===== src/pkg/cmp_timer_pkg.sv =====
// constants for the three-instance 8-bit compare timer
// assumes a byte-wide cpu memory bus and one 100 MHz peripheral clock
package cmp_timer_pkg;

	localparam int NUM_INST = 3;
	localparam int NUM_PINS = 2;   // only the first two instances drive a pin
	localparam int CARRIER_INST = 1;

	// register addresses, one per instance except the single CARRIER_ADDR, element 0 is the first instance
	localparam logic [2:0][15:0] SEC_CMP_ADDR  = {16'hFF1B, 16'hFF1A, 16'hFF19};
	localparam logic [2:0][15:0] PRI_CMP_ADDR  = {16'hFF1E, 16'hFF1D, 16'hFF1C};
	localparam logic [2:0][15:0] MODE_ADDR     = {16'hFF6D, 16'hFF6C, 16'hFF69};
	localparam logic [2:0][15:0] COUNT_ADDR    = {16'hFF72, 16'hFF71, 16'hFF70};
	localparam logic [15:0]      CARRIER_ADDR  = 16'hFF6E;

	// reset values and the value read from unmapped addresses
	localparam logic [7:0] CMP_RESET     = 8'h00;
	localparam logic [7:0] MODE_RESET    = 8'h00;
	localparam logic [7:0] CARRIER_RESET = 8'h00;
	localparam logic [7:0] READ_ZERO     = 8'h00;

	// timer_mode_control fields
	localparam int RUN_BIT    = 7;
	localparam int CKS_HI     = 6;
	localparam int CKS_LO     = 4;
	localparam int OPSEL_HI   = 3;
	localparam int OPSEL_LO   = 2;
	localparam int LEVEL_BIT  = 1;
	localparam int GATE_BIT   = 0;

	// carrier_control: bit 0 lets the second instance drive the carrier output
	localparam int CARRIER_EN_BIT = 0;

	typedef enum logic [1:0]
	{
		OP_INTERVAL = 2'b00,
		OP_CARRIER  = 2'b01,
		OP_PWM      = 2'b10,
		OP_BANNED   = 2'b11
	} op_mode_t;

	// count clock taps: divide by 1, 2, 4, 64, 1024 of the peripheral clock
	localparam int NUM_TAPS  = 5;
	localparam int DIV_WIDTH = 10;
	localparam logic [NUM_TAPS-1:0][3:0] TAP_SHIFT = {4'hA, 4'h6, 4'h2, 4'h1, 4'h0};

endpackage : cmp_timer_pkg


===== src/verilog/count_prescaler.sv =====
// prescaler producing one-cycle count enables at each divided rate
// assumes a single free-running clock; enables are registered
module count_prescaler
	import cmp_timer_pkg::*;
#(
	parameter int TAPS  = NUM_TAPS,
	parameter int WIDTH = DIV_WIDTH
)
(
	// clock and reset
	input  wire logic            clk,
	input  wire logic            rst_n,
	// count enables, bit k pulses every 2**TAP_SHIFT[k] cycles
	output logic [TAPS-1:0]      tick
);

	typedef struct packed
	{
		logic [WIDTH-1:0] div;
		logic [TAPS-1:0]  tick;
	} pre_state_t;

	pre_state_t s_q;
	pre_state_t s_d;

	always_comb
	begin
		s_d     = s_q;
		s_d.div = s_q.div + 1'b1;
		for (int k = 0; k < TAPS; k++)
		begin
			// a tap fires when all bits below its shift are zero
			s_d.tick[k] = ((s_q.div & ((WIDTH'(1) << TAP_SHIFT[k]) - WIDTH'(1))) == '0);
		end
	end

	always_ff @(posedge clk or negedge rst_n)
	begin
		if (!rst_n)
			s_q <= '0;
		else
			s_q <= s_d;
	end

	assign tick = s_q.tick;

endmodule : count_prescaler


===== src/verilog/cmp_timer.sv =====
// three 8-bit compare timers behind a byte-wide cpu memory bus
// assumes bus strobes synchronous to clk, one access per cycle at most
//
// How it works
// - primary match raises irq, inverts output, always
// - primary compare loads only while counting stopped
// - both compares 8-bit, byte read/write, reset zero
// - pwm secondary match inverts output, no irq
// - carrier secondary match raises irq, clears counter
// - running secondary write buffered until old match
// - secondary write colliding with match keeps old
// - secondary compare ignored in interval mode
// - third instance has no pin, irq only
// - carrier mode and register on second instance only
// - all interval; square/pwm only where pin exists
// - run clear stops and zeroes; set counts next
// - mode field 00 interval, 01 carrier, 10 pwm
// - level bit sets idle output, gate bit gates
module cmp_timer
	import cmp_timer_pkg::*;
(
	// clock and reset
	input  wire logic                clk,
	input  wire logic                rst_n,
	// cpu memory bus, byte wide
	input  wire logic [15:0]         bus_addr,
	input  wire logic [7:0]          bus_wdata,
	input  wire logic                bus_wr,
	input  wire logic                bus_rd,
	output logic [7:0]               bus_rdata,
	// to the interrupt controller
	output logic [NUM_INST-1:0]      match_irq,
	// timer output pins and remote-control carrier output
	output logic [NUM_PINS-1:0]      timer_out_pin,
	output logic                     carrier_out
);

	typedef struct packed
	{
		logic [NUM_INST-1:0][7:0] pri_cmp;
		logic [NUM_INST-1:0][7:0] sec_act;
		logic [NUM_INST-1:0][7:0] sec_buf;
		logic [NUM_INST-1:0]      sec_pend;
		logic [NUM_INST-1:0][7:0] mode;
		logic [NUM_INST-1:0][7:0] count;
		logic [NUM_INST-1:0]      out_ff;
		logic [NUM_INST-1:0]      irq;
		logic [NUM_PINS-1:0]      pin;
		logic [7:0]               carrier_ctl;
		logic                     carrier;
		logic [7:0]               rdata;
	} tmr_state_t;

	tmr_state_t           s_q;
	tmr_state_t           s_d;
	logic [NUM_TAPS-1:0]  tick;

	count_prescaler #(
		.TAPS  (NUM_TAPS),
		.WIDTH (DIV_WIDTH)
	) u_prescaler (
		.clk   (clk),
		.rst_n (rst_n),
		.tick  (tick)
	);

	always_comb
	begin
		logic                 run;
		logic                 step;
		logic [2:0]           cks;
		op_mode_t             op;
		logic                 pwm_ok;
		logic                 car_ok;
		logic                 hit0;
		logic                 hit1;
		logic                 wr_sec;
		run    = 1'b0;
		step   = 1'b0;
		cks    = 3'h0;
		op     = OP_INTERVAL;
		pwm_ok = 1'b0;
		car_ok = 1'b0;
		hit0   = 1'b0;
		hit1   = 1'b0;
		wr_sec = 1'b0;
		s_d    = s_q;

		for (int i = 0; i < NUM_INST; i++)
		begin
			run  = s_q.mode[i][RUN_BIT];
			cks  = s_q.mode[i][CKS_HI:CKS_LO];
			op   = op_mode_t'(s_q.mode[i][OPSEL_HI:OPSEL_LO]);
			// unused divider codes give no count clock at all
			step = run && (int'(cks) < NUM_TAPS) && tick[cks];
			// pwm needs a pin; carrier exists on one instance; else interval
			pwm_ok = (op == OP_PWM) && (i < NUM_PINS);
			car_ok = (op == OP_CARRIER) && (i == CARRIER_INST);
			hit0   = step && (s_q.count[i] == s_q.pri_cmp[i]);
			hit1   = step && (pwm_ok || car_ok)
				&& (s_q.count[i] == s_q.sec_act[i]);
			wr_sec = bus_wr && (bus_addr == SEC_CMP_ADDR[i]);

			s_d.irq[i] = hit0 || (car_ok && hit1);

			if (!run)
			begin
				s_d.count[i]  = 8'h00;
				s_d.out_ff[i] = s_q.mode[i][LEVEL_BIT];
			end
			else if (step)
			begin
				if (hit0 || (car_ok && hit1))
					s_d.count[i] = 8'h00;
				else
					s_d.count[i] = s_q.count[i] + 8'h01;
				if (hit0 || (pwm_ok && hit1))
					s_d.out_ff[i] = ~s_q.out_ff[i];
			end

			// buffered value goes live on a match with the old value
			if (hit1 && s_q.sec_pend[i] && !wr_sec)
			begin
				s_d.sec_act[i]  = s_q.sec_buf[i];
				s_d.sec_pend[i] = 1'b0;
			end

			if (wr_sec)
			begin
				s_d.sec_buf[i] = bus_wdata;
				if (!run)
				begin
					// a stopped write is live at once; this is why restart needs it
					s_d.sec_act[i]  = bus_wdata;
					s_d.sec_pend[i] = 1'b0;
				end
				else
					s_d.sec_pend[i] = 1'b1;
			end

			// a running write is dropped, so changing the value is refused
			if (bus_wr && (bus_addr == PRI_CMP_ADDR[i]) && !run)
				s_d.pri_cmp[i] = bus_wdata;

			if (bus_wr && (bus_addr == MODE_ADDR[i]))
			begin
				// other fields are frozen while counting
				if (!run)
					s_d.mode[i] = bus_wdata;
				else
					s_d.mode[i][RUN_BIT] = bus_wdata[RUN_BIT];
			end

			if (i < NUM_PINS)
			begin
				if (s_q.mode[i][GATE_BIT])
					s_d.pin[i] = s_d.out_ff[i];
				else
					s_d.pin[i] = s_q.mode[i][LEVEL_BIT];
			end
		end

		if (bus_wr && (bus_addr == CARRIER_ADDR))
			s_d.carrier_ctl = bus_wdata;
		s_d.carrier = s_d.out_ff[CARRIER_INST] && s_q.carrier_ctl[CARRIER_EN_BIT]
			&& (s_q.mode[CARRIER_INST][OPSEL_HI:OPSEL_LO] == OP_CARRIER);

		if (bus_rd)
		begin
			s_d.rdata = READ_ZERO;
			for (int i = 0; i < NUM_INST; i++)
			begin
				if (bus_addr == PRI_CMP_ADDR[i])
					s_d.rdata = s_q.pri_cmp[i];
				if (bus_addr == SEC_CMP_ADDR[i])
					s_d.rdata = s_q.sec_buf[i];
				if (bus_addr == MODE_ADDR[i])
					s_d.rdata = s_q.mode[i];
				if (bus_addr == COUNT_ADDR[i])
					s_d.rdata = s_q.count[i];
			end
			if (bus_addr == CARRIER_ADDR)
				s_d.rdata = s_q.carrier_ctl;
		end
	end

	always_ff @(posedge clk or negedge rst_n)
	begin
		if (!rst_n)
		begin
			s_q             <= '0;
			s_q.pri_cmp     <= {NUM_INST{CMP_RESET}};
			s_q.sec_act     <= {NUM_INST{CMP_RESET}};
			s_q.sec_buf     <= {NUM_INST{CMP_RESET}};
			s_q.mode        <= {NUM_INST{MODE_RESET}};
			s_q.carrier_ctl <= CARRIER_RESET;
		end
		else
			s_q <= s_d;
	end

	assign bus_rdata     = s_q.rdata;
	assign match_irq     = s_q.irq;
	assign timer_out_pin = s_q.pin;   // third instance has no pin
	assign carrier_out   = s_q.carrier;

endmodule : cmp_timer


===== config.mk =====
export PLATFORM = sky130hd
export DESIGN_NAME = cmp_timer
export DESIGN_NICKNAME = d
export VERILOG_FILES = /design/src/pkg/cmp_timer_pkg.sv /design/src/verilog/count_prescaler.sv /design/src/verilog/cmp_timer.sv
export SDC_FILE = /design/constraint.sdc
export NUM_CORES = 1
export LEC_CHECK = 0
export ABC_CLOCK_PERIOD_IN_PS = 2800
export BUFFER_PORTS_ARGS = -buffer_cell sky130_fd_sc_hd__buf_4
export CAP_MARGIN = 30
export CORE_ASPECT_RATIO = 0.75
export CORE_MARGIN = 2
export CORE_UTILIZATION = 62
export DETAILED_ROUTE_END_ITERATION = 6
export PLACE_DENSITY = 0.79
export SYNTH_ARGS = -nofsm -noshare
export SYNTH_HDL_FRONTEND = slang
export SYNTH_SLANG_ARGS = --single-unit

===== constraint.sdc =====
create_clock -name clk -period 2.8 [get_ports clk]
set_input_delay 0.14 -clock clk [delete_from_list [all_inputs] [get_ports clk]]
set_output_delay 0.14 -clock clk [all_outputs]
set_load 0.01 [all_outputs]

---- Yosys cells after proc, flatten, opt, wreduce, memory -nomap -nowiden ----
Cells that the tools add are included.
cells by class
  multiplexer cells ....................... 48
  magnitude comparators ................... 6
  $add $sub $neg .......................... 4
  equality and inequality tests ........... 24
  bitwise operators ....................... 5
  reduce and logical (&&, ||, !) cells .... 53
operators by type and width
  operator                 number
  $mux W8                  28
  $eq A16 B16 Y1 const B   13
  $eq A8 B8 Y1             5
  $logic_not A10 Y1        4
  $logic_and A1 B1 Y1      35
  $add A8 B1 Y8 const B    3
  $mux W1                  17
  $lt A3 B4 Y1 const B     3
  $add A10 B1 Y10 const B  1
  $bmux W1 S3              3
  $lt A3 B3 Y1 const B     3
  $ne A2 B1 Y1 const B     3
  $reduce_and A2 Y1        3
  $logic_not A1 Y1         5
  $not A1 Y1               5
  $eq A2 B2 Y1 const B     2
  $logic_or A1 B1 Y1       4
  $reduce_bool A2 Y1       2
  $eq A2 B1 Y1 const B     1
storage, ports and cells
  register bits ........................... 153
  output and inout port bits .............. 14
  word-level logic and storage cells ...... 167

---- Depth between registers and ports, before layout ----
  word-level depth ........................ 14
  mapped depth ............................ 9
  gate-level depth less buffers ........... 7

---- Modules after synthesis ----
Synthesis repeated with hierarchy kept, for this count alone.
second synthesis, totals
  cell total of the unflattened synthesis .. 823
  area, all modules ....................... 8,309.2 sq um
modules (own cells, without submodules)
  module           times used  seq. area each (sq um)  area an instance (sq um)  cells an instance
  cmp_timer        1           3,453.3                 7,732.4                   778
  count_prescaler  1           350.3                   576.8                     45

---- Worst setup path before layout ----
Ideal clock, no wire load.
  path kind ............................... register to register
  from .................................... reg s_q[36] (netlist bit)
  to ...................................... reg s_q[38] (netlist bit)
  library setup time ...................... 0.118 ns
  arrival time ............................ 2.108 ns
  clock period less this slack ............ 2.226 ns
  stages on the path, launching flop included .. 9
  buffers on the path ..................... 2
  path slack .............................. 0.574 ns
  path through ............................ dfrtp_1 -> clkbuf_1 -> xnor2_1 -> nand3_1 -> or4_1 -> clkbuf_1 -> o21ai_1 -> o21ai_0 -> a21o_1
between the ends
  longest elaborated chain between the ends .. 7
ends and longest elaborated chain
  element                                                                line              source
  start: declaration                                                     cmp_timer.sv:54   tmr_state_t s_q;
  parallel branches: the longest is 4 deep, another holds $add A8 B1 Y8  -
  $mux W8 (*)                                                            cmp_timer.sv:113  if (hit0 || (car_ok && hit1))
  $mux W8 (*)                                                            cmp_timer.sv:111  else if (step)
  $mux W8 (*)                                                            cmp_timer.sv:106  if (!run)
Mark *: on every way between the ends. The select of a mux whose other input is x is not followed.
A chain may end at the register's enable or synchronous reset.

==> summary.md <==
| Metric | Value |
|---|---|
| DR iter-0 viols | 800 |
| Initial antenna violation count | 0 |
| Combinational share of power | 0.044 |
| CTS buffer count | 17 |
| VDD IR max | 518 µV |
| Detail-routed via count per cell | 6.68 |
| Effective utilization at floorplan | 0.635 |
| Final Hold Fails | 0 |
| RSZ-0062 raised after global routing | no |
| Sw frac | 0.263 |
| Final critical-path required period | 2.57 ns |
| Startpoint Class | register |
| Pwr dens | 507 nW/µm² |
| Setup TNS | 0 ns |
| YS warnings | 0 |
| Total track usage | 0.349 |
| Largest net degree at the start of global routing | 70 |
| DIE HEIGHT | 104 µm |
| Leak | 4.44 nW |
| GRT overflow | 0 |
| Hold Path Class | in2reg |
| Residual DRC | 1 |
| Violated checks | design-rule violations |
| Vias in the first global route | 6518 |
| Syn Nets | 827 |
| Final instance area | 9290 µm² |
| Clk buf depth | 2 |
| Async set-or-reset flop fraction in the synthesized netlist | 1.00 |
| Die Wd | 137 µm |
| Mapped cell area | 8240 µm² |
| Internal | 0.00348 W |
| CTS H-Tree Depth | 4 |
| Fillers | 883 |
| Placement-stage cell area | 8680 µm² |
| Post-synth EDFFs | 0 |
| Clock Skews | 0.0112 ns |
| Pre-antenna DRT Iters | 7 |
| CTS Hold Buffers Added | 1 |
| Buffers added on ports | 41 |
| Setup violators final | 0 |
| Drt total wl | 24000 µm |
| # IOs | 42 |
| Max cap viols | 0 |
| Final nets | 854 |
| Cell row count | 36 |
| First-pass GRT wire length | 37300 µm |
| Cts repair resizes | 0 |
| Clock group share of total power | 0.488 |
| Status | finished with violations |
| Most common cell after layout, fill and taps aside | dfrtp_1 |
| CTS tree | yes |
| Tcrit/Tclk final | 0.917 |
| Slew margin rel. | 0.561 |
| DP HPWL | 17000 µm |
| Sequential area share after synthesis | 0.462 |
| Cell variety after synth | 64 |
| Mean Syn Cell Area | 10.4 µm² |
| Skew-Pair Late Insertion Delay | 0.43 ns |
| Final hold slack | 0.0546 ns |
| Worst endpoint required time | 3.09 ns |
| Die area | 14200 µm² |
| ANT cells | 0 |
| Clock sink count | 152 |
| Crit Path Category | reg2reg |
| Synth Instances | 792 |
| Clock root buffer | clkbuf_16 |
| Switching pwr | 0.00124 W |
| Share of cells above drive strength 1 | 0.185 |
| Ys flop type | dfrtp_1 |
| GPL Wtd Cong | 1.02 |
| Most frequent cells in the layout | dfrtp_1 (152), nand2_1 (64), buf_4 (63) |
| Antenna Nets Post-Route | 0 |
| Crit Path Max Fanout | 5 |
| Max Slew Vio Count | 0 |
| Reg power frac | 0.468 |
| Worst-margin pin slew | 0.653 ns |
| DR WL/cell | 23.9 µm |
| CTS clk-pin slew, worst paths | 0.07 ns |
| Vias | 6705 |
| CP Capture Type | register |
| FMAX | 390 MHz |
| Setup Fix Bufs, Post-CTS | 0 |
| Total power draw | 0.00472 W |
| Seq cells post-synth | 152 |
| WP data arrival | 2.85 ns |
| Area Growth Syn to Fin | 12.8% |
| Core area | 13000 µm² |
-- power groups by stage --
| stage | logic, W | registers (W) | clock network (W) |
|---|---|---|---|
| floorplan | 0.0000838 | 0.00225 | 0 |
| global placement | 0.000201 | 0.00225 | 0 |
| detailed placement | 0.000204 | 0.00225 | 0 |
| CTS | 0.000207 | 0.00221 | 0.00232 |
| global route | 0.000225 | 0.00221 | 0.00243 |
| finish | 0.000208 | 0.00221 | 0.00230 |
-- path summary, 6_finish.rpt --
kind	cells past startpoint	endpoint	slack [ns]	startpoint
setup / recovery	8	s_q[106]$_DFF_PN0_	0.23	s_q[54]$_DFFE_PN0P_
setup reg to reg	8	s_q[106]$_DFF_PN0_	0.23	s_q[54]$_DFFE_PN0P_
max in group asynchronous	3	s_q[139]$_DFFE_PN0P_	1.70	rst_n
min in group asynchronous	2	u_prescaler.s_q[10]$_DFF_PN0_	0.27	rst_n
hold reg to reg	1	u_prescaler.s_q[11]$_DFF_PN0_	0.50	u_prescaler.s_q[11]$_DFF_PN0_
hold / removal	2	bus_rdata[5]$_DFFE_PN0P_	0.05	bus_rd
-- through the flow --
step | util | instances | worst slack (ns)
after floorplan | - | 792 | 0.574
after global placement | 0.669 | 970 | 0.317
after detailed placement | 0.669 | 970 | 0.305
after CTS | 0.716 | 1003 | 0.270
after global routing | 0.716 | 1003 | 0.137
final | 0.716 | 1003 | 0.233
-- per-layer routing --
| layer | up-vias | track usage | routed length [µm] |
|---|---|---|---|
| li1 | 2935 | - | - |
| met1 | 3350 | 0.527 | 10400 |
| met2 | 376 | 0.507 | 10700 |
| met3 | 44 | 0.0798 | 2540 |
| met4 | 0 | 0.0928 | 394 |
| met5 | - | 0 | 0 |
-- cells by family (layout without fill, tap and decap cells) --
logic type	count (synthesis)	after routing	share of synthesized area
and+or+nand+nor	243	243	0.166
buffers and inverters	80	120	0.0439
AOI/OAI and AO/OA	154	154	0.121
xor gates and xnor gates	56	56	0.0595
other	1	1	0.000455
muxes	99	99	0.137
adders and majority gates	7	7	0.0106
DFF	152	152	0.462
-- critical path: stages, from the launching register on --
cell	delay (ns)
dfrtp_1	0.43
mux4_2	0.35
mux2i_1	0.10
nor2b_1	0.40
nand4_1	0.30
nor3b_1	0.35
buf_4	0.22
mux2i_1	0.19
o21ai_1	0.09
-- Yosys cell counts, drive strengths merged (11+ instances only) --
cell type	instances	area, µm²
nor3	15	91.3
nor3b	11	87.6
and3	11	68.8
nand3	21	105
a21o	14	105
inv	22	82.6
a21oi	16	80.1
mux2i	19	190
nor4	20	165
a221oi	13	114
clkbuf	37	139
buf	21	140
mux2	77	867
dfrtp	152	3800
nand2	65	246
o21ai	61	305
xor2	31	272
nor2	38	143
nand4	14	87.6
xnor2	25	219
-- state kept, by name, summed over array words and instances (netlist names) --
register and flops:
s_q 124, u_prescaler.s_q 9, bus_rdata 8, u_prescaler.tick 5, match_irq 3, timer_out_pin 2, carrier_out 1
-- final cells by class --
type,instances,area [µm²],share of cell area
Multi-Input combinational cell,560,4080,0.439
Sequential cell,152,3800,0.409
Timing Repair Buffer,66,514,0.0553
Clock buffer,17,425,0.0458
Tap cell,171,214,0.0230
Clock inverter,15,175,0.0188
Inverter,22,82.6,0.00889
Note: power is estimated with default switching activity, not from simulation.
